## src/hw/cfgpin_pkg.sv

```systemverilog
// Overview of operation
// - Optional pins with option off act as user I/O, tri-stated and pulled up in configuration
// - Active-serial tri-state option floats clock, data in, select, data out in user mode
// - Start-up clock option times initialization from the user start-up clock pin
// - Init-done floats while config_start_n is low and as configuration begins
// - Init-done is pulled low once its option bit loads in the first frame
// - Init-done is released when initialization completes and user mode begins
// - Enabled global output enable driven low tri-states every I/O pin
// - Global output enable high lets every I/O pin follow its programmed enable
// - Enabled global register clear driven low clears the user I/O and optional-pin output and enable registers
// - Global register clear high lets registers follow their programmed clear and preset
// - Scan instruction and data shift in from test data in on test clock rise
// - Test data out shifts on test clock fall and floats when not shifting
// - Mode select sampled on test clock rise; state moves on the following fall
package cfgpin_pkg;
  // Register byte offsets
  localparam logic [5:0] OFF_OPTIONS = 6'h00;
  localparam logic [5:0] OFF_CMD = 6'h04;
  localparam logic [5:0] OFF_STATUS = 6'h08;
  localparam logic [5:0] OFF_IO_OE = 6'h0C;
  localparam logic [5:0] OFF_IO_OUT = 6'h10;
  localparam logic [5:0] OFF_IO_IN = 6'h14;
  localparam logic [5:0] OFF_SCAN_IR = 6'h18;
  localparam logic [5:0] OFF_SCAN_DR = 6'h1C;
  localparam logic [5:0] OFF_OPT_IO = 6'h20;
  // Option bit positions
  localparam int OPT_STARTUP_CLK = 0;
  localparam int OPT_INIT_DONE = 1;
  localparam int OPT_GLOBAL_OE = 2;
  localparam int OPT_GLOBAL_CLR = 3;
  localparam int OPT_AS_TRISTATE = 4;
  localparam int OPT_W = 5;
  // Command bit positions
  localparam int CMD_OPTIONS_LOADED = 0;
  localparam int CMD_DATA_COMPLETE = 1;
  // Optional pin indices
  localparam int PIN_STARTUP_CLK = 0;
  localparam int PIN_INIT_DONE = 1;
  localparam int PIN_GLOBAL_OE = 2;
  localparam int PIN_GLOBAL_CLR = 3;
  // Active-serial output pin indices
  localparam int AS_CLK = 0;
  localparam int AS_SELECT = 1;
  localparam int AS_DATA_OUT = 2;
  // Reset values and counts
  localparam logic [4:0] OPTIONS_RESET = 5'h00;
  localparam logic [2:0] AS_IDLE_LEVEL = 3'h6;
  localparam int INIT_TICKS = 16;
  localparam real STARTUP_TICK_NS = 200.0;
  localparam real CLK_PERIOD_NS = 25.0;
  localparam int STARTUP_DIV = int'(STARTUP_TICK_NS / CLK_PERIOD_NS);
  localparam logic [1:0] IR_CAPTURE = 2'h1;
  // Configuration states
  typedef enum logic [1:0] {CFG_RESET, CFG_LOAD, CFG_INIT, CFG_USER} cfgpin_cfg_t;
  // Scan port controller states
  typedef enum logic [3:0] {
    TAP_RESET, TAP_IDLE, TAP_SEL_DR, TAP_CAP_DR, TAP_SH_DR, TAP_EX1_DR, TAP_PA_DR,
    TAP_EX2_DR, TAP_UPD_DR, TAP_SEL_IR, TAP_CAP_IR, TAP_SH_IR, TAP_EX1_IR, TAP_PA_IR,
    TAP_EX2_IR, TAP_UPD_IR
  } cfgpin_tap_t;
endpackage

```

## src/hw/cfgpin_top.sv

```systemverilog
// Design decisions made here: the register offsets and register access over Avalon-MM.
`timescale 1ns/1ps
module cfgpin_top #(
  parameter int IO_W = 8,
  parameter int IR_W = 10,
  parameter int DR_W = 32
) (
  // Clock and reset
  input wire logic ref_clk,
  input wire logic rstn,
  // Avalon-MM slave
  input wire logic [5:0] avs_address,
  input wire logic avs_read,
  input wire logic avs_write,
  input wire logic [31:0] avs_writedata,
  output logic [31:0] avs_readdata,
  output logic avs_waitrequest,
  // Configuration control pin
  input wire logic config_start_n,
  // Active-serial pins
  input wire logic config_serial_in,
  output logic [2:0] as_out,
  output logic [2:0] as_oe,
  output logic config_serial_in_en,
  // Optional pins: start-up clock, init-done, global output enable, global clear
  input wire logic [3:0] opt_pin_in,
  output logic [3:0] opt_pin_out,
  output logic [3:0] opt_pin_oe,
  output logic [3:0] opt_pin_pullup,
  // General user I/O
  input wire logic [IO_W-1:0] io_in,
  output logic [IO_W-1:0] io_out,
  output logic [IO_W-1:0] io_oe,
  // Boundary-scan pins
  input wire logic tck,
  input wire logic tms,
  input wire logic tdi,
  input wire logic trst_n,
  output logic tdo_out,
  output logic tdo_oe,
  // Status
  output logic user_mode
);
  localparam int SYNC_W = IO_W + 10;

  // Two-flop synchronisers for every pin input
  logic [SYNC_W-1:0] sync1;
  logic [SYNC_W-1:0] sync2;
  always_ff @(posedge ref_clk or negedge rstn)
  begin
    if (!rstn)
    begin
      sync1 <= '0;
      sync2 <= '0;
    end
    else
    begin
      sync1 <= {io_in, opt_pin_in, trst_n, tdi, tms, tck, config_serial_in, config_start_n};
      sync2 <= sync1;
    end
  end

  // Synchronised pin levels
  logic s_cfg_start_n;
  logic s_serial_in;
  logic s_tck;
  logic s_tms;
  logic s_tdi;
  logic s_trst_n;
  logic [3:0] s_opt;
  logic [IO_W-1:0] s_io;
  assign s_cfg_start_n = sync2[0];
  assign s_serial_in = sync2[1];
  assign s_tck = sync2[2];
  assign s_tms = sync2[3];
  assign s_tdi = sync2[4];
  assign s_trst_n = sync2[5];
  assign s_opt = sync2[9:6];
  assign s_io = sync2[SYNC_W-1:10];

  // Edge detection on synchronised clocks
  logic tck_d;
  logic startup_d;
  always_ff @(posedge ref_clk or negedge rstn)
  begin
    if (!rstn)
    begin
      tck_d <= 1'b0;
      startup_d <= 1'b0;
    end
    else
    begin
      tck_d <= s_tck;
      startup_d <= s_opt[cfgpin_pkg::PIN_STARTUP_CLK];
    end
  end
  logic tck_rise;
  logic tck_fall;
  logic startup_rise;
  assign tck_rise = s_tck & ~tck_d;
  assign tck_fall = ~s_tck & tck_d;
  assign startup_rise = s_opt[cfgpin_pkg::PIN_STARTUP_CLK] & ~startup_d;

  // Register state
  logic [cfgpin_pkg::OPT_W-1:0] options;
  logic [IO_W-1:0] io_oe_reg;
  logic [IO_W-1:0] io_out_reg;
  logic [3:0] opt_io_out;
  logic [3:0] opt_io_oe;
  logic options_loaded;
  cfgpin_pkg::cfgpin_cfg_t cfg_state;
  logic [IR_W-1:0] ir_hold;
  logic [DR_W-1:0] dr_hold;

  // Bus request decode; a request is taken in the cycle waitrequest is low
  logic bus_take;
  logic wr_take;
  assign bus_take = (avs_read | avs_write) & ~avs_waitrequest;
  assign wr_take = avs_write & ~avs_waitrequest;

  // Global override levels, only honoured when their options are on
  logic global_oe_off;
  logic global_clear;
  assign global_oe_off = options[cfgpin_pkg::OPT_GLOBAL_OE]
                       & ~s_opt[cfgpin_pkg::PIN_GLOBAL_OE];
  assign global_clear = options[cfgpin_pkg::OPT_GLOBAL_CLR]
                      & ~s_opt[cfgpin_pkg::PIN_GLOBAL_CLR];

  // Wait state: one cycle of waitrequest low answers each request
  always_ff @(posedge ref_clk or negedge rstn)
  begin
    if (!rstn)
      avs_waitrequest <= 1'b1;
    else if ((avs_read | avs_write) & avs_waitrequest)
      avs_waitrequest <= 1'b0;
    else
      avs_waitrequest <= 1'b1;
  end

  // Read data mux, prepared while waitrequest is high
  logic [31:0] next_readdata;
  always_comb
  begin
    next_readdata = '0;
    case (avs_address)
      cfgpin_pkg::OFF_OPTIONS: next_readdata[cfgpin_pkg::OPT_W-1:0] = options;
      cfgpin_pkg::OFF_STATUS:
        next_readdata[7:0] = {s_opt[cfgpin_pkg::PIN_GLOBAL_CLR],
                              s_opt[cfgpin_pkg::PIN_GLOBAL_OE],
                              s_serial_in, s_opt[cfgpin_pkg::PIN_INIT_DONE],
                              options_loaded, s_cfg_start_n, cfg_state};
      cfgpin_pkg::OFF_IO_OE: next_readdata[IO_W-1:0] = io_oe_reg;
      cfgpin_pkg::OFF_IO_OUT: next_readdata[IO_W-1:0] = io_out_reg;
      cfgpin_pkg::OFF_IO_IN: next_readdata[IO_W-1:0] = s_io;
      cfgpin_pkg::OFF_SCAN_IR: next_readdata[IR_W-1:0] = ir_hold;
      cfgpin_pkg::OFF_SCAN_DR: next_readdata[DR_W-1:0] = dr_hold;
      cfgpin_pkg::OFF_OPT_IO: next_readdata[11:0] = {s_opt, opt_io_oe, opt_io_out};
      default: next_readdata = '0;
    endcase
  end

  // Read data register, held until the next read request
  always_ff @(posedge ref_clk or negedge rstn)
  begin
    if (!rstn)
      avs_readdata <= '0;
    else if (avs_read & avs_waitrequest)
      avs_readdata <= next_readdata;
  end

  // Option register
  always_ff @(posedge ref_clk or negedge rstn)
  begin
    if (!rstn)
      options <= cfgpin_pkg::OPTIONS_RESET;
    else if (wr_take && avs_address == cfgpin_pkg::OFF_OPTIONS)
      options <= avs_writedata[cfgpin_pkg::OPT_W-1:0];
  end

  // User I/O registers; the global clear beats any write
  always_ff @(posedge ref_clk or negedge rstn)
  begin
    if (!rstn)
    begin
      io_oe_reg <= '0;
      io_out_reg <= '0;
      opt_io_out <= '0;
      opt_io_oe <= '0;
    end
    else if (global_clear)
    begin
      io_oe_reg <= '0;
      io_out_reg <= '0;
      opt_io_out <= '0;
      opt_io_oe <= '0;
    end
    else if (wr_take)
    begin
      // Programmed behaviour while the clear is released
      if (avs_address == cfgpin_pkg::OFF_IO_OE)
        io_oe_reg <= avs_writedata[IO_W-1:0];
      if (avs_address == cfgpin_pkg::OFF_IO_OUT)
        io_out_reg <= avs_writedata[IO_W-1:0];
      if (avs_address == cfgpin_pkg::OFF_OPT_IO)
      begin
        opt_io_out <= avs_writedata[3:0];
        opt_io_oe <= avs_writedata[7:4];
      end
    end
  end

  // Internal start-up tick divider
  logic [$clog2(cfgpin_pkg::STARTUP_DIV+1)-1:0] div_cnt;
  logic div_tick;
  always_ff @(posedge ref_clk or negedge rstn)
  begin
    if (!rstn)
    begin
      div_cnt <= '0;
      div_tick <= 1'b0;
    end
    else if (div_cnt == $bits(div_cnt)'(cfgpin_pkg::STARTUP_DIV - 1))
    begin
      div_cnt <= '0;
      div_tick <= 1'b1;
    end
    else
    begin
      div_cnt <= div_cnt + 1'b1;
      div_tick <= 1'b0;
    end
  end

  // Start-up tick source selection
  logic init_tick;
  assign init_tick = options[cfgpin_pkg::OPT_STARTUP_CLK] ? startup_rise : div_tick;

  // Configuration sequence
  logic [$clog2(cfgpin_pkg::INIT_TICKS+1)-1:0] init_cnt;
  always_ff @(posedge ref_clk or negedge rstn)
  begin
    if (!rstn)
    begin
      cfg_state <= cfgpin_pkg::CFG_RESET;
      options_loaded <= 1'b0;
      init_cnt <= '0;
    end
    else if (!s_cfg_start_n)
    begin
      cfg_state <= cfgpin_pkg::CFG_RESET;
      options_loaded <= 1'b0;
      init_cnt <= '0;
    end
    else
    begin
      if (wr_take && avs_address == cfgpin_pkg::OFF_CMD
          && avs_writedata[cfgpin_pkg::CMD_OPTIONS_LOADED] && cfg_state == cfgpin_pkg::CFG_LOAD)
        options_loaded <= 1'b1;
      case (cfg_state)
        cfgpin_pkg::CFG_RESET: cfg_state <= cfgpin_pkg::CFG_LOAD;
        cfgpin_pkg::CFG_LOAD:
          if (wr_take && avs_address == cfgpin_pkg::OFF_CMD
              && avs_writedata[cfgpin_pkg::CMD_DATA_COMPLETE])
          begin
            cfg_state <= cfgpin_pkg::CFG_INIT;
            init_cnt <= '0;
          end
        cfgpin_pkg::CFG_INIT:
          if (init_tick)
          begin
            if (init_cnt == $bits(init_cnt)'(cfgpin_pkg::INIT_TICKS - 1))
              cfg_state <= cfgpin_pkg::CFG_USER;
            init_cnt <= init_cnt + 1'b1;
          end
        cfgpin_pkg::CFG_USER: cfg_state <= cfgpin_pkg::CFG_USER;
        default: cfg_state <= cfgpin_pkg::CFG_RESET;
      endcase
    end
  end

  // Pin drive decisions
  logic in_user;
  logic [3:0] opt_on;
  assign in_user = (cfg_state == cfgpin_pkg::CFG_USER);
  assign opt_on = {options[cfgpin_pkg::OPT_GLOBAL_CLR], options[cfgpin_pkg::OPT_GLOBAL_OE],
                   options[cfgpin_pkg::OPT_INIT_DONE], options[cfgpin_pkg::OPT_STARTUP_CLK]};

  // Optional pins: dedicated function when on, user I/O when off
  always_ff @(posedge ref_clk or negedge rstn)
  begin
    if (!rstn)
    begin
      opt_pin_out <= '0;
      opt_pin_oe <= '0;
      opt_pin_pullup <= 4'hF;
    end
    else
    begin
      for (int i = 0; i < 4; i++)
      begin
        opt_pin_pullup[i] <= ~in_user & ~opt_on[i];
        opt_pin_out[i] <= opt_on[i] ? 1'b0 : opt_io_out[i];
        opt_pin_oe[i] <= ~opt_on[i] & in_user & opt_io_oe[i] & ~global_oe_off;
      end
      // Init-done only ever pulls low between option load and end of start-up
      if (opt_on[cfgpin_pkg::PIN_INIT_DONE])
        opt_pin_oe[cfgpin_pkg::PIN_INIT_DONE] <= options_loaded & ~in_user
                                                & s_cfg_start_n;
    end
  end

  // General user I/O with global output enable override
  always_ff @(posedge ref_clk or negedge rstn)
  begin
    if (!rstn)
    begin
      io_out <= '0;
      io_oe <= '0;
    end
    else
    begin
      io_out <= io_out_reg;
      io_oe <= (in_user & ~global_oe_off) ? io_oe_reg : '0;
    end
  end

  // Active-serial pins: driven idle in configuration, floated in user mode on request
  always_ff @(posedge ref_clk or negedge rstn)
  begin
    if (!rstn)
    begin
      as_out <= cfgpin_pkg::AS_IDLE_LEVEL;
      as_oe <= 3'h7;
      config_serial_in_en <= 1'b1;
      user_mode <= 1'b0;
    end
    else
    begin
      as_out <= cfgpin_pkg::AS_IDLE_LEVEL;
      as_oe <= (in_user && options[cfgpin_pkg::OPT_AS_TRISTATE]) ? 3'h0 : 3'h7;
      config_serial_in_en <= ~(in_user & options[cfgpin_pkg::OPT_AS_TRISTATE]);
      user_mode <= in_user;
    end
  end

  // Scan port controller: mode sampled on rise, state moves on fall
  cfgpin_pkg::cfgpin_tap_t tap_state;
  logic tms_smp;
  always_ff @(posedge ref_clk or negedge rstn)
  begin
    if (!rstn)
      tms_smp <= 1'b1;
    else if (tck_rise)
      tms_smp <= s_tms;
  end

  // Controller state transitions
  always_ff @(posedge ref_clk or negedge rstn)
  begin
    if (!rstn)
      tap_state <= cfgpin_pkg::TAP_RESET;
    else if (!s_trst_n)
      tap_state <= cfgpin_pkg::TAP_RESET;
    else if (tck_fall)
    begin
      case (tap_state)
        cfgpin_pkg::TAP_RESET:
          tap_state <= tms_smp ? cfgpin_pkg::TAP_RESET : cfgpin_pkg::TAP_IDLE;
        cfgpin_pkg::TAP_IDLE:
          tap_state <= tms_smp ? cfgpin_pkg::TAP_SEL_DR : cfgpin_pkg::TAP_IDLE;
        cfgpin_pkg::TAP_SEL_DR:
          tap_state <= tms_smp ? cfgpin_pkg::TAP_SEL_IR : cfgpin_pkg::TAP_CAP_DR;
        cfgpin_pkg::TAP_CAP_DR, cfgpin_pkg::TAP_SH_DR:
          tap_state <= tms_smp ? cfgpin_pkg::TAP_EX1_DR : cfgpin_pkg::TAP_SH_DR;
        cfgpin_pkg::TAP_EX1_DR:
          tap_state <= tms_smp ? cfgpin_pkg::TAP_UPD_DR : cfgpin_pkg::TAP_PA_DR;
        cfgpin_pkg::TAP_PA_DR:
          tap_state <= tms_smp ? cfgpin_pkg::TAP_EX2_DR : cfgpin_pkg::TAP_PA_DR;
        cfgpin_pkg::TAP_EX2_DR:
          tap_state <= tms_smp ? cfgpin_pkg::TAP_UPD_DR : cfgpin_pkg::TAP_SH_DR;
        cfgpin_pkg::TAP_SEL_IR:
          tap_state <= tms_smp ? cfgpin_pkg::TAP_RESET : cfgpin_pkg::TAP_CAP_IR;
        cfgpin_pkg::TAP_CAP_IR, cfgpin_pkg::TAP_SH_IR:
          tap_state <= tms_smp ? cfgpin_pkg::TAP_EX1_IR : cfgpin_pkg::TAP_SH_IR;
        cfgpin_pkg::TAP_EX1_IR:
          tap_state <= tms_smp ? cfgpin_pkg::TAP_UPD_IR : cfgpin_pkg::TAP_PA_IR;
        cfgpin_pkg::TAP_PA_IR:
          tap_state <= tms_smp ? cfgpin_pkg::TAP_EX2_IR : cfgpin_pkg::TAP_PA_IR;
        cfgpin_pkg::TAP_EX2_IR:
          tap_state <= tms_smp ? cfgpin_pkg::TAP_UPD_IR : cfgpin_pkg::TAP_SH_IR;
        cfgpin_pkg::TAP_UPD_DR, cfgpin_pkg::TAP_UPD_IR:
          tap_state <= tms_smp ? cfgpin_pkg::TAP_SEL_DR : cfgpin_pkg::TAP_IDLE;
        default: tap_state <= cfgpin_pkg::TAP_RESET;
      endcase
    end
  end

  // Shift registers: capture and shift on rise, update on fall
  logic [IR_W-1:0] ir_shift;
  logic [DR_W-1:0] dr_shift;
  always_ff @(posedge ref_clk or negedge rstn)
  begin
    if (!rstn)
    begin
      ir_shift <= '0;
      dr_shift <= '0;
      ir_hold <= '0;
      dr_hold <= '0;
    end
    else if (tck_rise)
    begin
      case (tap_state)
        cfgpin_pkg::TAP_CAP_IR: ir_shift <= {{(IR_W-2){1'b0}}, cfgpin_pkg::IR_CAPTURE};
        cfgpin_pkg::TAP_SH_IR: ir_shift <= {s_tdi, ir_shift[IR_W-1:1]};
        cfgpin_pkg::TAP_CAP_DR: dr_shift <= dr_hold;
        cfgpin_pkg::TAP_SH_DR: dr_shift <= {s_tdi, dr_shift[DR_W-1:1]};
        default: dr_shift <= dr_shift;
      endcase
    end
    else if (tck_fall && tap_state == cfgpin_pkg::TAP_UPD_IR)
      ir_hold <= ir_shift;
    else if (tck_fall && tap_state == cfgpin_pkg::TAP_UPD_DR)
      dr_hold <= dr_shift;
  end

  // Shift state entered at the coming fall, so the first bit drives with the enable
  logic ir_shift_next;
  logic dr_shift_next;
  assign ir_shift_next = ~tms_smp & ((tap_state == cfgpin_pkg::TAP_CAP_IR)
                       | (tap_state == cfgpin_pkg::TAP_SH_IR)
                       | (tap_state == cfgpin_pkg::TAP_EX2_IR));
  assign dr_shift_next = ~tms_smp & ((tap_state == cfgpin_pkg::TAP_CAP_DR)
                       | (tap_state == cfgpin_pkg::TAP_SH_DR)
                       | (tap_state == cfgpin_pkg::TAP_EX2_DR));

  // Test data out changes on the fall, floats outside shift states and in scan reset
  always_ff @(posedge ref_clk or negedge rstn)
  begin
    if (!rstn)
    begin
      tdo_out <= 1'b0;
      tdo_oe <= 1'b0;
    end
    else if (!s_trst_n)
      tdo_oe <= 1'b0;
    else if (tck_fall)
    begin
      tdo_out <= ir_shift_next ? ir_shift[0] : dr_shift[0];
      tdo_oe <= ir_shift_next | dr_shift_next;
    end
  end
endmodule

```

## config.mk

```make
export PLATFORM = sky130hd
export DESIGN_NAME = cfgpin_top
export DESIGN_NICKNAME = d
export VERILOG_FILES = /design/src/hw/cfgpin_pkg.sv /design/src/hw/cfgpin_top.sv
export SDC_FILE = /design/constraint.sdc
export NUM_CORES = 1
export LEC_CHECK = 0
export BUFFER_PORTS_ARGS = -buffer_cell sky130_fd_sc_hd__buf_2
export CAP_MARGIN = 20
export CORE_ASPECT_RATIO = 0.75
export CORE_UTILIZATION = 50
export CTS_CLUSTER_DIAMETER = 200
export CTS_CLUSTER_SIZE = 40
export DETAILED_ROUTE_END_ITERATION = 8
export PLACE_DENSITY = 0.71
export SKIP_LAST_GASP = 1
export SYNTH_ARGS = -nofsm -noshare
export SYNTH_HDL_FRONTEND = slang
export SYNTH_SLANG_ARGS = --single-unit
```

## constraint.sdc

```tcl
create_clock -name ref_clk -period 1.9 [get_ports ref_clk]
set_clock_uncertainty 0.05 [all_clocks]
set_input_delay 0.38 -clock ref_clk [delete_from_list [all_inputs] [get_ports ref_clk]]
set_output_delay 0.38 -clock ref_clk [all_outputs]
set_load 0.01 [all_outputs]
```

After elaboration in Yosys (flattened, before gate mapping)
Cells that the tools add are included.

Word-level logic and storage cells: 209. Bits in registers: 237.

Muxes and demuxes: 59. Reduce and logical (&&, ||, !) cells: 30. Bitwise logic cells: 52. Add/sub/neg operators: 2. Equality and inequality tests: 34.

Operators with widths (count): $pmux 32 s2 (1); $mux 8 (7); $mux 4 (13); $pmux 4 s12 (1); $pmux 5 s8 (1); $eq 4x4->1 const B (8); $and 1x1->1 (30); $eq 6x5->1 const B (4); $pmux 3 s7 (1); $eq 4x3->1 const B (5); $mux 20 (1); $pmux 10 s2 (1); $mux 1 (16); $not 1->1 (16); $mux 5 (3); $mux 2 (7); $reduce_and 2->1 (7); $eq 6x4->1 const B (2); $reduce_bool 2->1 (6); $pmux 5 s2 (1); $mux 3 (3); $reduce_and 3->1 (3); $eq 4x2->1 const B (2); $logic_and 1x1->1 (8); 21 further kinds (30).

Longest topological paths before layout
Gate-level depths: netlist (run 1).

Depth in word-level cells: 7. Mapped depth: 7. Gate-level depth less buffers: 6.

Least setup slack after synthesis (run 1)
Ideal clock, no wire load.

Path kind: register -> register. Start point: register tap_state[1]. End point: register dr_shift[0]. Clock period less this slack: 1695 ps. Buffers on the path: 3. Setup time: 122 ps. Data arrival time: 1524 ps. Setup slack: 205 ps. Cell stages (with the launch flop): 8. Data required time: 1728 ps. Path through: dfrtp_1 buf_6 or3b_1 a211o_1 buf_6 buf_6 nand2_1 o21ai_1.

Word-level cells in the longest chain between the ends: 3.

Ends and longest elaborated chain: start: declaration (line cfgpin_top.sv:347) `cfgpin_pkg::cfgpin_tap_t tap_state;`; start signal: assignment (line cfgpin_top.sv:361) `tap_state <= cfgpin_pkg::TAP_RESET;`; start signal: assignment (line cfgpin_top.sv:363) `tap_state <= cfgpin_pkg::TAP_RESET;`; start signal: assignment (line cfgpin_top.sv:368) `tap_state <= tms_smp ? cfgpin_pkg::TAP_RESET : cfgpin_pkg::TAP_IDLE;`; $eq 4x2->1 / $eq 4x3->1 (equally long branches) (line cfgpin_top.sv:412) `case (tap_state)`; $reduce_bool 2->1 (no source line); $reduce_and 2->1 (no source line); end signal: assignment (line cfgpin_top.sv:415) `cfgpin_pkg::TAP_CAP_DR: dr_shift <= dr_hold;`; end signal: assignment (line cfgpin_top.sv:416) `cfgpin_pkg::TAP_SH_DR: dr_shift <= {s_tdi, dr_shift[DR_W-1:1]};`; end signal: assignment (line cfgpin_top.sv:417) `default: dr_shift <= dr_shift;`; end: declaration (line cfgpin_top.sv:400) `logic [DR_W-1:0] dr_shift;`.

Several ways; a longest one is shown, not always the timed one. A chain may end at the register's enable or synchronous reset.

Final worst setup path (run 1)
Start point: register tap_state[0]. End point: register ir_hold[3].

Word-level cells in the longest chain between the ends: 3.

Ends and longest elaborated chain: $eq 4x4->1 (line cfgpin_top.sv:420) `else if (tck_fall && tap_state == cfgpin_pkg::TAP_UPD_IR)`; $logic_and 1x1->1 (line cfgpin_top.sv:420); $reduce_and 2->1 (no source line); end signal: assignment (line cfgpin_top.sv:421) `ir_hold <= ir_shift;`; end: declaration (line cfgpin_top.sv:112) `logic [IR_W-1:0] ir_hold;`.

Every way passes these cells.

==> results of run 1 <==
power by group:
part | switching (uW) | internal [uW]
Sequential | 136 | 5140
Clock | 1440 | 898
Combinational | 413 | 301
area by class of cell:
type / count / area (um2) / area share [%]
clock buffers: 12 / 236 / 2.08
clock inverters: 1 / 8.76 / 0.0772
inverters: 20 / 75.1 / 0.662
multi-input cells: 515 / 3580 / 31.6
flip-flops and latches: 234 / 5860 / 51.7
well taps: 253 / 317 / 2.79
repair buffers: 175 / 1260 / 11.1
logic make-up after synthesis:
group | Yosys count
compound gates | 133
xor+xnor | 2
other cells | 2
simple gates | 260
buf+inv | 78
flops | 234
mux | 114
fa+ha+maj | 3
cell usage in the layout, fill, tap and decap left out, types with 4 or more instances in the layout:
master,synthesis,layout
inv_1,20,20
nand3b_1,4,4
a21oi_1,14,14
and3b_1,4,4
dlygate4sd3_1,0,19
buf_2,13,102
nor2_1,40,40
a31oi_1,6,6
o21ai_2,28,28
mux2i_1,58,58
o2bb2ai_1,4,4
buf_12,0,12
dfrtp_1,227,227
o21ai_1,4,4
o211ai_1,6,6
nor3_1,8,8
clkbuf_16,0,9
a221oi_1,8,8
nand3_1,47,47
nand2_1,103,103
o21ai_0,28,28
buf_4,14,41
nor2b_1,18,18
mux4_2,5,5
and2_1,10,10
and3_1,6,5
mux2_2,51,51
dfstp_2,7,7
how the worst max path moves through the flow:
stage                                  to  slack (ps)  depth (start not counted)
after floorplan               dr_shift[0]         200                          7
after global placement    avs_readdata[4]        -110                          5
after detailed placement  avs_readdata[4]        -150                          5
after CTS                      ir_hold[3]         140                          6
after global routing           ir_hold[3]          60                          6
final                          ir_hold[3]         160                          6
worst max-delay path, cell delays in order, from the launching register on:
cell     delay, ps
dfrtp_1        450
buf_4          220
inv_1           70
nor3_1         270
nand2_1         90
buf_4          190
mux2_2         300
stage by stage:
stage | setup TNS, ps | setup WS (ps) | util, % | power [uW] | hold WS, ps
after CTS | 0 | 139 | 58.7 | 8410 | 17.6
after global routing | 0 | 63.8 | 58.7 | 8650 | 19.3
final | 0 | 155 | 58.7 | 8320 | 22.2
after floorplan | 0 | 205 | - | 5650 | 34.4
after global placement | -337 | -108 | 56.5 | 6040 | 261
after detailed placement | -827 | -145 | 56.5 | 6050 | 262
metal layers:
| layer | share of wire (%) | vias to the layer above | global-route usage, % |
|---|---|---|---|
| met5 | 0 | - | 0 |
| met2 | 44 | 178 | 32.2 |
| met3 | 5.9 | 20 | 2.83 |
| met1 | 49 | 3270 | 33.8 |
| met4 | 1.3 | 0 | 3.76 |
| li1 | - | 3133 | - |
==> impl_results.md, run 1 <==
* Status: finished with violations
* Failing checks: design-rule violations
* Die X at 164 um
* Flop2flop setup slack at 160 ps
* # DRC at 1
* Combinational family with the most area after synthesis: simple AND/OR/NAND/NOR gates
* Synthesized-area fraction occupied by adder cells at 0.380%
* Worst hold path class: in2reg
* Yosys warns at 0
* RSZ-0062 raised after global routing: no
* Top Registers: avs_readdata x32, dr_hold x32, dr_shift x32
* H-Tree Depth at 1
* Period utilization at 91.8%
* Post-synthesis cell count at 826
* Worst Setup SP: tap_state[0]
* Non-Filler Instances at 1210
* Initial core utilization at 51.1%
* Hold Path Depth at 2
* RR Endpoint: ir_hold[3]
* Num ports at 131
* Ys flop type: dfrtp_1
* # nets final at 1018
* DR vias at 6601
* Hold Path Origin: avs_write
* Setup CP Type: reg2reg
* Max-cap violation count at 0
* Synth top cells by count: 227 x dfrtp_1, 103 x nand2_1, 58 x mux2i_1, 51 x mux2_2, 47 x nand3_1
* Clock buffer count from CTS at 9
* Post-synthesis simple-gate area fraction at 13.0%
* Placed Cells at 1178
* Post-synth EDFFs at 0
* PortBufs at 103
* Gr usage total at 21.6%
* Hold_buf cts at 19
* Max-slew violations at 0
* Pin count of the biggest net entering global routing at 47
* Aggregate global routing overflow at 0
* Max frequency at 573 MHz
* Initial antenna violation count at 1
* Critical path capture point type: flop
* Final min period at 1740 ps
* Initial drt markers at 456
* Sequential cell area fraction in the yosys report at 59.4%
* Post-synth top area share at 57.6%
* RePlAce Congestion at 0.897
* HPWL Detailed at 14800 um
* Ant. Diodes at 0
* Clock Latency Late Sink at 470 ps
* Worst-path clk slew at 140 ps
* Placed Area at 10900 um2
* Clock sink count at 234
* CP Max Fanout at 13
* Final hold viol count at 0
* Mean Syn Cell Area at 11.9 um2
* Die Height at 124 um
* CTS tree: done
* Ratio of cells with drive above 1 in the final layout at 28.2%
* Die Area at 20300 um2
* Core area at 19300 um2
* Root Driver: clkbuf_16
* WL final at 20800 um
* Post-Synth XOR/XNOR Area at 0.177%
* Hold Path End: avs_waitrequest
* Yosys reg bits at 234
* Top-count cell post-synth: dfrtp_1
* Post-synth ARST share at 100%
* Pleak at 0.00556 uW
* Cts repair resizes at 0
* Non-Filler Cell Area, Final at 11300 um2
* First-pass GRT wire length at 34100 um
* WL/cell at 17.2 um
* Post-synthesis mux area share at 12.8%
* Final setup viols at 0
* Fillers at 1585
* Compound-Gate Fraction of Synth Area at 9.80%
* Power density over cell area at 733 nW/um2
* Area Growth Syn to Fin at 15.0%
* Worst setup SP type: flop
* Max VDD drop at 0.000602 V
* R2R depth at 6
* Pre-antenna DRT Iters at 6
* Crit path required time at 2220 ps
* Synth area leaders: dfrtp_1 58%, mux2i_1 5.9%, mux2_2 5.8%, nand2_1 3.9%, o21ai_2 2.5%
* Number of global-route vias before repair at 6353
* FF-to-FF Start: tap_state[0]
* Clk buf depth at 3
* Post-CTS Setup Inserts at 0
* Row cnt at 44
* Via density at 5.46
* Area of the mapped netlist at 9870 um2
* Synth cell types at 64
* Post-synth top area cell: dfrtp_1
* Worst Path Arrival at 2060 ps
* Routed Antenna Nets at 0
Note: power is estimated with default switching activity, not from simulation.
==> run 2: changes to the inputs <==
clock period = 2.05 ns   (was 1.9 ns; I/O delays follow)
==> run 2 against run 1 <==
Net effect: the run now ends clean; hold slack gained 30 ps; non-clock buffer count shrank 8; clock power shrank 7%; wire length shrank 2.3%; sequential power shrank 7.2%; critical endpoint is now dr_shift[21]; first-iteration DRC count shrank 3.1%; clock-buffer cell count is the same; register-to-register slack is essentially flat.
==> impl_results.md, run 2 (synthesized netlist as in run 1, its figures left out) <==
* Worst Path Arrival at 2220 ps (was 2060 ps)
* Initial antenna violation count at 0 (was 1)
* Pwr Total at 7710 uW (was 8320 uW)
* WL final at 20300 um (was 20800 um)
* # DRC at 0 (was 1)
* Clk buf depth at 3 (unchanged)
* Crit-path max cell delay at 560 ps (was 450 ps)
* RePlAce Congestion at 0.872 (was 0.897)
* Area Growth Syn to Fin at 14.2% (was 15.0%)
* Commonest non-fill, non-tap cell in the layout: dfrtp_1 (unchanged)
* First-pass GRT wire length at 33400 um (was 34100 um)
* DR vias at 6567 (was 6601)
* Max VDD drop at 0.000799 V (was 0.000602 V)
* Initial core utilization at 51.1% (unchanged)
* Pre-antenna DRT Iters at 4 (was 6)
* H-Tree Depth at 1 (unchanged)
* Crit path required time at 2370 ps (was 2220 ps)
* Die Height at 124 um (unchanged)
* Max-cap violation count at 0 (unchanged)
* RSZ-0062 raised after global routing: no (unchanged)
* Critical path capture point type: flop (unchanged)
* Post-CTS Setup Inserts at 0 (unchanged)
* Slew @ Worst Pin at 625 ps
* Slowest stage cell, crit path: dfrtp_1 (unchanged)
* Gr usage total at 21.0% (was 21.6%)
* Number of global-route vias before repair at 6216 (was 6353)
* Pin count of the biggest net entering global routing at 69 (was 47)
* Max frequency at 526 MHz (was 573 MHz)
* CP Max Fanout at 64 (was 13)
* Via density at 5.46 (about the same)
* HPWL Detailed at 14400 um (was 14800 um)
* Worst setup margin at 148 ps (was 155 ps)
* Period utilization at 92.8% (was 91.8%)
* Placed Area at 10800 um2 (was 10900 um2)
* Row cnt at 44 (unchanged)
* Ant. Diodes at 0 (unchanged)
* CTS tree: done (unchanged)
* Worst-path clk slew at 140 ps (about the same)
* Ratio of cells with drive above 1 in the final layout at 27.6% (was 28.2%)
* Worst slack, placed at -3.51 ps (was -145 ps)
* # nets final at 1010 (was 1018)
* Routed Antenna Nets at 0 (unchanged)
* Pleak at 0.00551 uW (was 0.00556 uW)
* WP buf/inv at 1 (was 3)
* Clock Latency Late Sink at 480 ps (was 470 ps)
* Clock buffer count from CTS at 9 (unchanged)
* Worst-path cell chain: or3b_1 > a211o_2 > buf_12 > nand2_1 > o21ai_2 (was buf_4 > inv_1 > nor3_1 > nand2_1 > buf_4 > mux2_2)
* Initial drt markers at 442 (was 456)
* Commonest non-fill, non-tap cells in the layout: 227 x dfrtp_1, 103 x nand2_1, 102 x buf_2 (unchanged)
* Non-Filler Cell Area, Final at 11300 um2 (about the same)
* Final hold viol count at 0 (unchanged)
* Root Driver: clkbuf_16 (unchanged)
* R2R depth at 5 (was 6)
* Power density over cell area at 684 nW/um2 (was 733 nW/um2)
* Die Area at 20300 um2 (unchanged)
* Status: finished clean (was finished with violations)
* Hold Path Depth at 2 (unchanged)
* Setup CP Type: reg2reg (unchanged)
* Max-slew violations at 0 (unchanged)
* Aggregate global routing overflow at 0 (unchanged)
* Cell family with most CP delay: flip-flops (was buffers and inverters)
* WL/cell at 16.9 um (was 17.2 um)
* Final setup viols at 0 (unchanged)
* Final min period at 1900 ps (was 1740 ps)
* Num ports at 131 (unchanged)
* PortBufs at 103 (unchanged)
* Core area at 19300 um2 (unchanged)
* Worst hold path class: in2reg (unchanged)
* Top Registers: avs_readdata x32, dr_hold x32, dr_shift x32 (unchanged)
* Worst setup SP type: flop (unchanged)
* Crit path depth at 5 (was 6)
* TNS Setup at 0 ps (unchanged)
* Clock sink count at 234 (unchanged)
* Slew Limit Headroom at 57.9%
* Die X at 164 um (unchanged)
==> run 2: cell types whose count changed in the layout (fill, tap and decap cells not counted), sizes merged <==
cell,before,now
buf,156,148
==> run 2: final cells by class <==
| type | instances | area (um2) |
|---|---|---|
| Clock buffer | 12 | 236 |
| Tap cell | 253 | 317 |
| Multi-Input combinational cell | 515 | 3580 |
| Sequential cell | 234 | 5860 |
| Timing Repair Buffer | 167 | 1190 |
| Inverter | 20 | 75.1 |
| Fill cell | 1627 | 8050 |
| Clock inverter | 1 | 8.76 |
==> run 2: what timing repair did <==
action,CTS,global route
endpoints found under the hold margin,77,0
hold buffers,19,0
resized for setup,0,0
==> run 2: power by group <==
part / switching, uW / internal [uW] / leakage, uW
Clock: 1340 / 833 / 0.000119
Combinational: 377 / 273 / 0.00226
Sequential: 129 / 4760 / 0.00313
Total: 1840 / 5870 / 0.00551
==> run 2: per-stage QoR <==
step	hold slack [ps]	util, %	cells
finish	52.3	58.3	1202
global route	46.5	58.3	1202
CTS	39.9	58.3	1202
detailed placement	285	56.1	1170
global placement	281	56.1	1170
floorplan	64.4	-	827
==> run 2: metal layers <==
| metal | track usage (%) | part of all wire [%] | vias up |
|---|---|---|---|
| li1 | - | - | 3122 |
| met1 | 33.0 | 51 | 3278 |
| met2 | 31.2 | 43 | 150 |
| met3 | 3.46 | 5.3 | 17 |
| met4 | 2.89 | 1.0 | 0 |
| met5 | 0 | 0 | - |
==> run 2: worst paths after layout <==
kind / startpoint / endpoint / slack [ps]
max: tap_state[0] / dr_shift[21] / 150
min: avs_write / avs_waitrequest / 50
max reg2reg: tap_state[0] / dr_shift[21] / 150
min reg2reg: sync1[0] / sync2[0] / 310
max in group asynchronous: rstn / avs_waitrequest / 800
min in group asynchronous: rstn / dr_hold[19] / 410
==> run 3: changes to the inputs <==
CORE_MARGIN = 2   (was default)
CTS_BUF_LIST = sky130_fd_sc_hd__clkbuf_4 sky130_fd_sc_hd__clkbuf_8 sky130_fd_sc_hd__clkbuf_16   (was default)
==> run 3 against run 2 <==
Net effect: cell count is 0.17% lower; critical endpoint is now avs_readdata[4]; largest cell class unchanged; clock power is 3% higher; combinational power is essentially flat; highest routed layer unchanged; sequential power is essentially flat.
==> impl_results.md, run 3 (synthesized netlist as in run 1, its figures left out) <==
* Critical path capture point type: flop (unchanged)
* Initial drt markers at 554 (was 442)
* Slowest stage cell, crit path: dfrtp_1 (unchanged)
* Flop2flop setup slack at 240 ps (was 150 ps)
* R2R depth at 4 (was 5)
* Placed Area at 10800 um2 (about the same)
* Fillers at 1614 (was 1627)
* WL/cell at 16.9 um (about the same)
* Worst slack, placed at -39.4 ps (was -3.51 ps)
* Hold_ws at 82.4 ps (was 52.3 ps)
* Number of global-route vias before repair at 6220 (was 6216)
* CTS tree: done (unchanged)
* Sequential Power Share at 62.9% (was 63.4%)
* Pin count of the biggest net entering global routing at 65 (was 69)
* Num ports at 131 (unchanged)
* Worst setup SP type: flop (unchanged)
* RR Endpoint: avs_readdata[4] (was dr_shift[21])
* Clk buf depth at 3 (unchanged)
* Die Area at 20900 um2 (was 20300 um2)
* Switching power at 1860 uW (was 1840 uW)
* Clock network power share at 28.8% (was 28.2%)
* Via density at 5.44 (was 5.46)
* Core Util, Final at 58.2% (was 58.3%)
* Worst-path clk slew at 150 ps (was 140 ps)
* # DRC at 0 (unchanged)
* Routed Antenna Nets at 0 (unchanged)
* Area Growth Syn to Fin at 14.3% (was 14.2%)
* Ratio of cells with drive above 1 in the final layout at 27.8% (was 27.6%)
* WL final at 20300 um (about the same)
* Clock buffer count from CTS at 9 (unchanged)
* Slew @ Worst Pin at 575 ps (was 625 ps)
* Die X at 166 um (was 164 um)
* Cell internal pwr at 5910 uW (was 5870 uW)
* PortBufs at 103 (unchanged)
* Setup CP Type: reg2reg (unchanged)
* Worst Setup SP: io_out_reg[4] (was tap_state[0])
* FF-to-FF Start: io_out_reg[4] (was tap_state[0])
* Worst-path cell chain: mux4_2 > and2_0 > a221oi_1 > o22ai_1 (was or3b_1 > a211o_2 > buf_12 > nand2_1 > o21ai_2)
* Max-cap violation count at 0 (unchanged)
* Initial antenna violation count at 0 (unchanged)
* FF+latch area at 5860 um2 (unchanged)
* Commonest non-fill, non-tap cell in the layout: dfrtp_1 (unchanged)
* Gr usage total at 19.7% (was 21.0%)
* Placed Cells at 1168 (was 1170)
* DR vias at 6531 (was 6567)
* Pre-antenna DRT Iters at 4 (unchanged)
* Cell family with most CP delay: compound AO/OA/AOI/OAI gates (was flip-flops)
* First-pass GRT wire length at 33600 um (was 33400 um)
* Crit path required time at 2370 ps (about the same)
* Worst setup margin at 245 ps (was 148 ps)
* WP buf/inv at 0 (was 1)
* Ant. Diodes at 0 (unchanged)
* Power density over cell area at 688 nW/um2 (was 684 nW/um2)
* Die Height at 126 um (was 124 um)
* Final setup viols at 0 (unchanged)
* Clock Latency Late Sink at 480 ps (about the same)
* Max frequency at 554 MHz (was 526 MHz)
* Max-slew violations at 0 (unchanged)
* Worst Path Arrival at 2120 ps (was 2220 ps)
* Core area at 19400 um2 (was 19300 um2)
* Non-Filler Instances at 1200 (was 1202)
* RSZ-0062 raised after global routing: no (unchanged)
* Comb power frac at 8.4% (about the same)
* Slew Limit Headroom at 61.2% (was 57.9%)
* H-Tree Depth at 1 (unchanged)
* Period utilization at 88.1% (was 92.8%)
* Pleak at 0.00552 uW (was 0.00551 uW)
* Initial core utilization at 50.9% (was 51.1%)
* CP Max Fanout at 3 (was 64)
* Aggregate global routing overflow at 0 (unchanged)
* Crit-path max cell delay at 450 ps (was 560 ps)
* RePlAce Congestion at 0.908 (was 0.872)
* Cts repair resizes at 0 (unchanged)
* Worst hold path class: in2reg (unchanged)
* Area of the multi-input gates at 3580 um2 (unchanged)
* # nets final at 1008 (was 1010)
* Crit path capture: avs_readdata[4] (was dr_shift[21])
* Top Registers: avs_readdata x32, dr_hold x32, dr_shift x32 (unchanged)
* Clock sink count at 234 (unchanged)
* Non-Filler Cell Area, Final at 11300 um2 (about the same)
* Root Driver: clkbuf_16 (unchanged)
* Commonest non-fill, non-tap cells in the layout: 227 x dfrtp_1, 103 x nand2_1, 102 x buf_2 (unchanged)
* Final hold viol count at 0 (unchanged)
* Final min period at 1810 ps (was 1900 ps)
* Row cnt at 44 (unchanged)
* Switch share at 24.0% (was 23.9%)
* Crit path depth at 4 (was 5)
* Status: finished clean (unchanged)
* Max VDD drop at 0.000699 V (was 0.000799 V)
* HPWL Detailed at 14200 um (was 14400 um)
[run 3: cell count changes in the layout (fill, tap and decap cells not counted)]
| cell | change |
|---|---|
| buf_12 | +1 |
| buf_4 | -3 |
| clkbuf_1 | -3 |
| clkbuf_4 | +3 |
[run 3: area by class of cell]
class / instances / area share, %
repair buffers: 165 / 10.5
flip-flops and latches: 234 / 52.0
clock buffers: 12 / 2.20
inverters: 20 / 0.665
well taps: 253 / 2.81
multi-input cells: 515 / 31.7
clock inverters: 1 / 0.0776
[run 3: worst reg2reg max path: cells and delay by family, from the launching register on]
kind	cells	cell delay (ps)
multiplexers	1	450
flip-flops	1	450
AO/OA/AOI/OAI	2	570
AND/OR/NAND/NOR	1	170
[run 3: repair_timing]
item | CTS | global route
hold endpoints to repair | 63 | 0
hold buffers | 19 | 0
setup buffers | 0 | 0
[run 3: power by group through the flow]
stage          logic (uW)  registers [uW]  clock network, uW
3_5_place_dp          626            4970                  0
6_report              649            4880               2230
3_3_place_gp          618            4960                  0
5_1_grt               718            4900               2490
4_1_cts               656            4880               2300
2_1_floorplan         303            4930                  0
[run 3: how the worst min path moves through the flow]
stage | from | endpoint | slack [ps] | cells after the start
6_report | avs_write | avs_waitrequest | 80 | 2
2_1_floorplan | rstn | avs_readdata[0] | 60 | 0
4_1_cts | avs_write | avs_waitrequest | 60 | 2
5_1_grt | avs_write | avs_waitrequest | 60 | 2
3_5_place_dp | sync1[0] | sync2[0] | 280 | 0
3_3_place_gp | sync1[5] | sync2[5] | 280 | 0
[run 3: layer usage]
metal  wire length [um]  track usage (%)
met4                220             3.25
met1              10100             31.9
met2               8790             28.4
met3               1170             3.33
met5                  0                0
[run 3: through the flow]
stage,total power [uW],TNS [ps]
floorplan,5240,0
global placement,5580,-0.292
detailed placement,5590,-65.3
CTS,7840,0
global route,8110,0
finish,7770,0
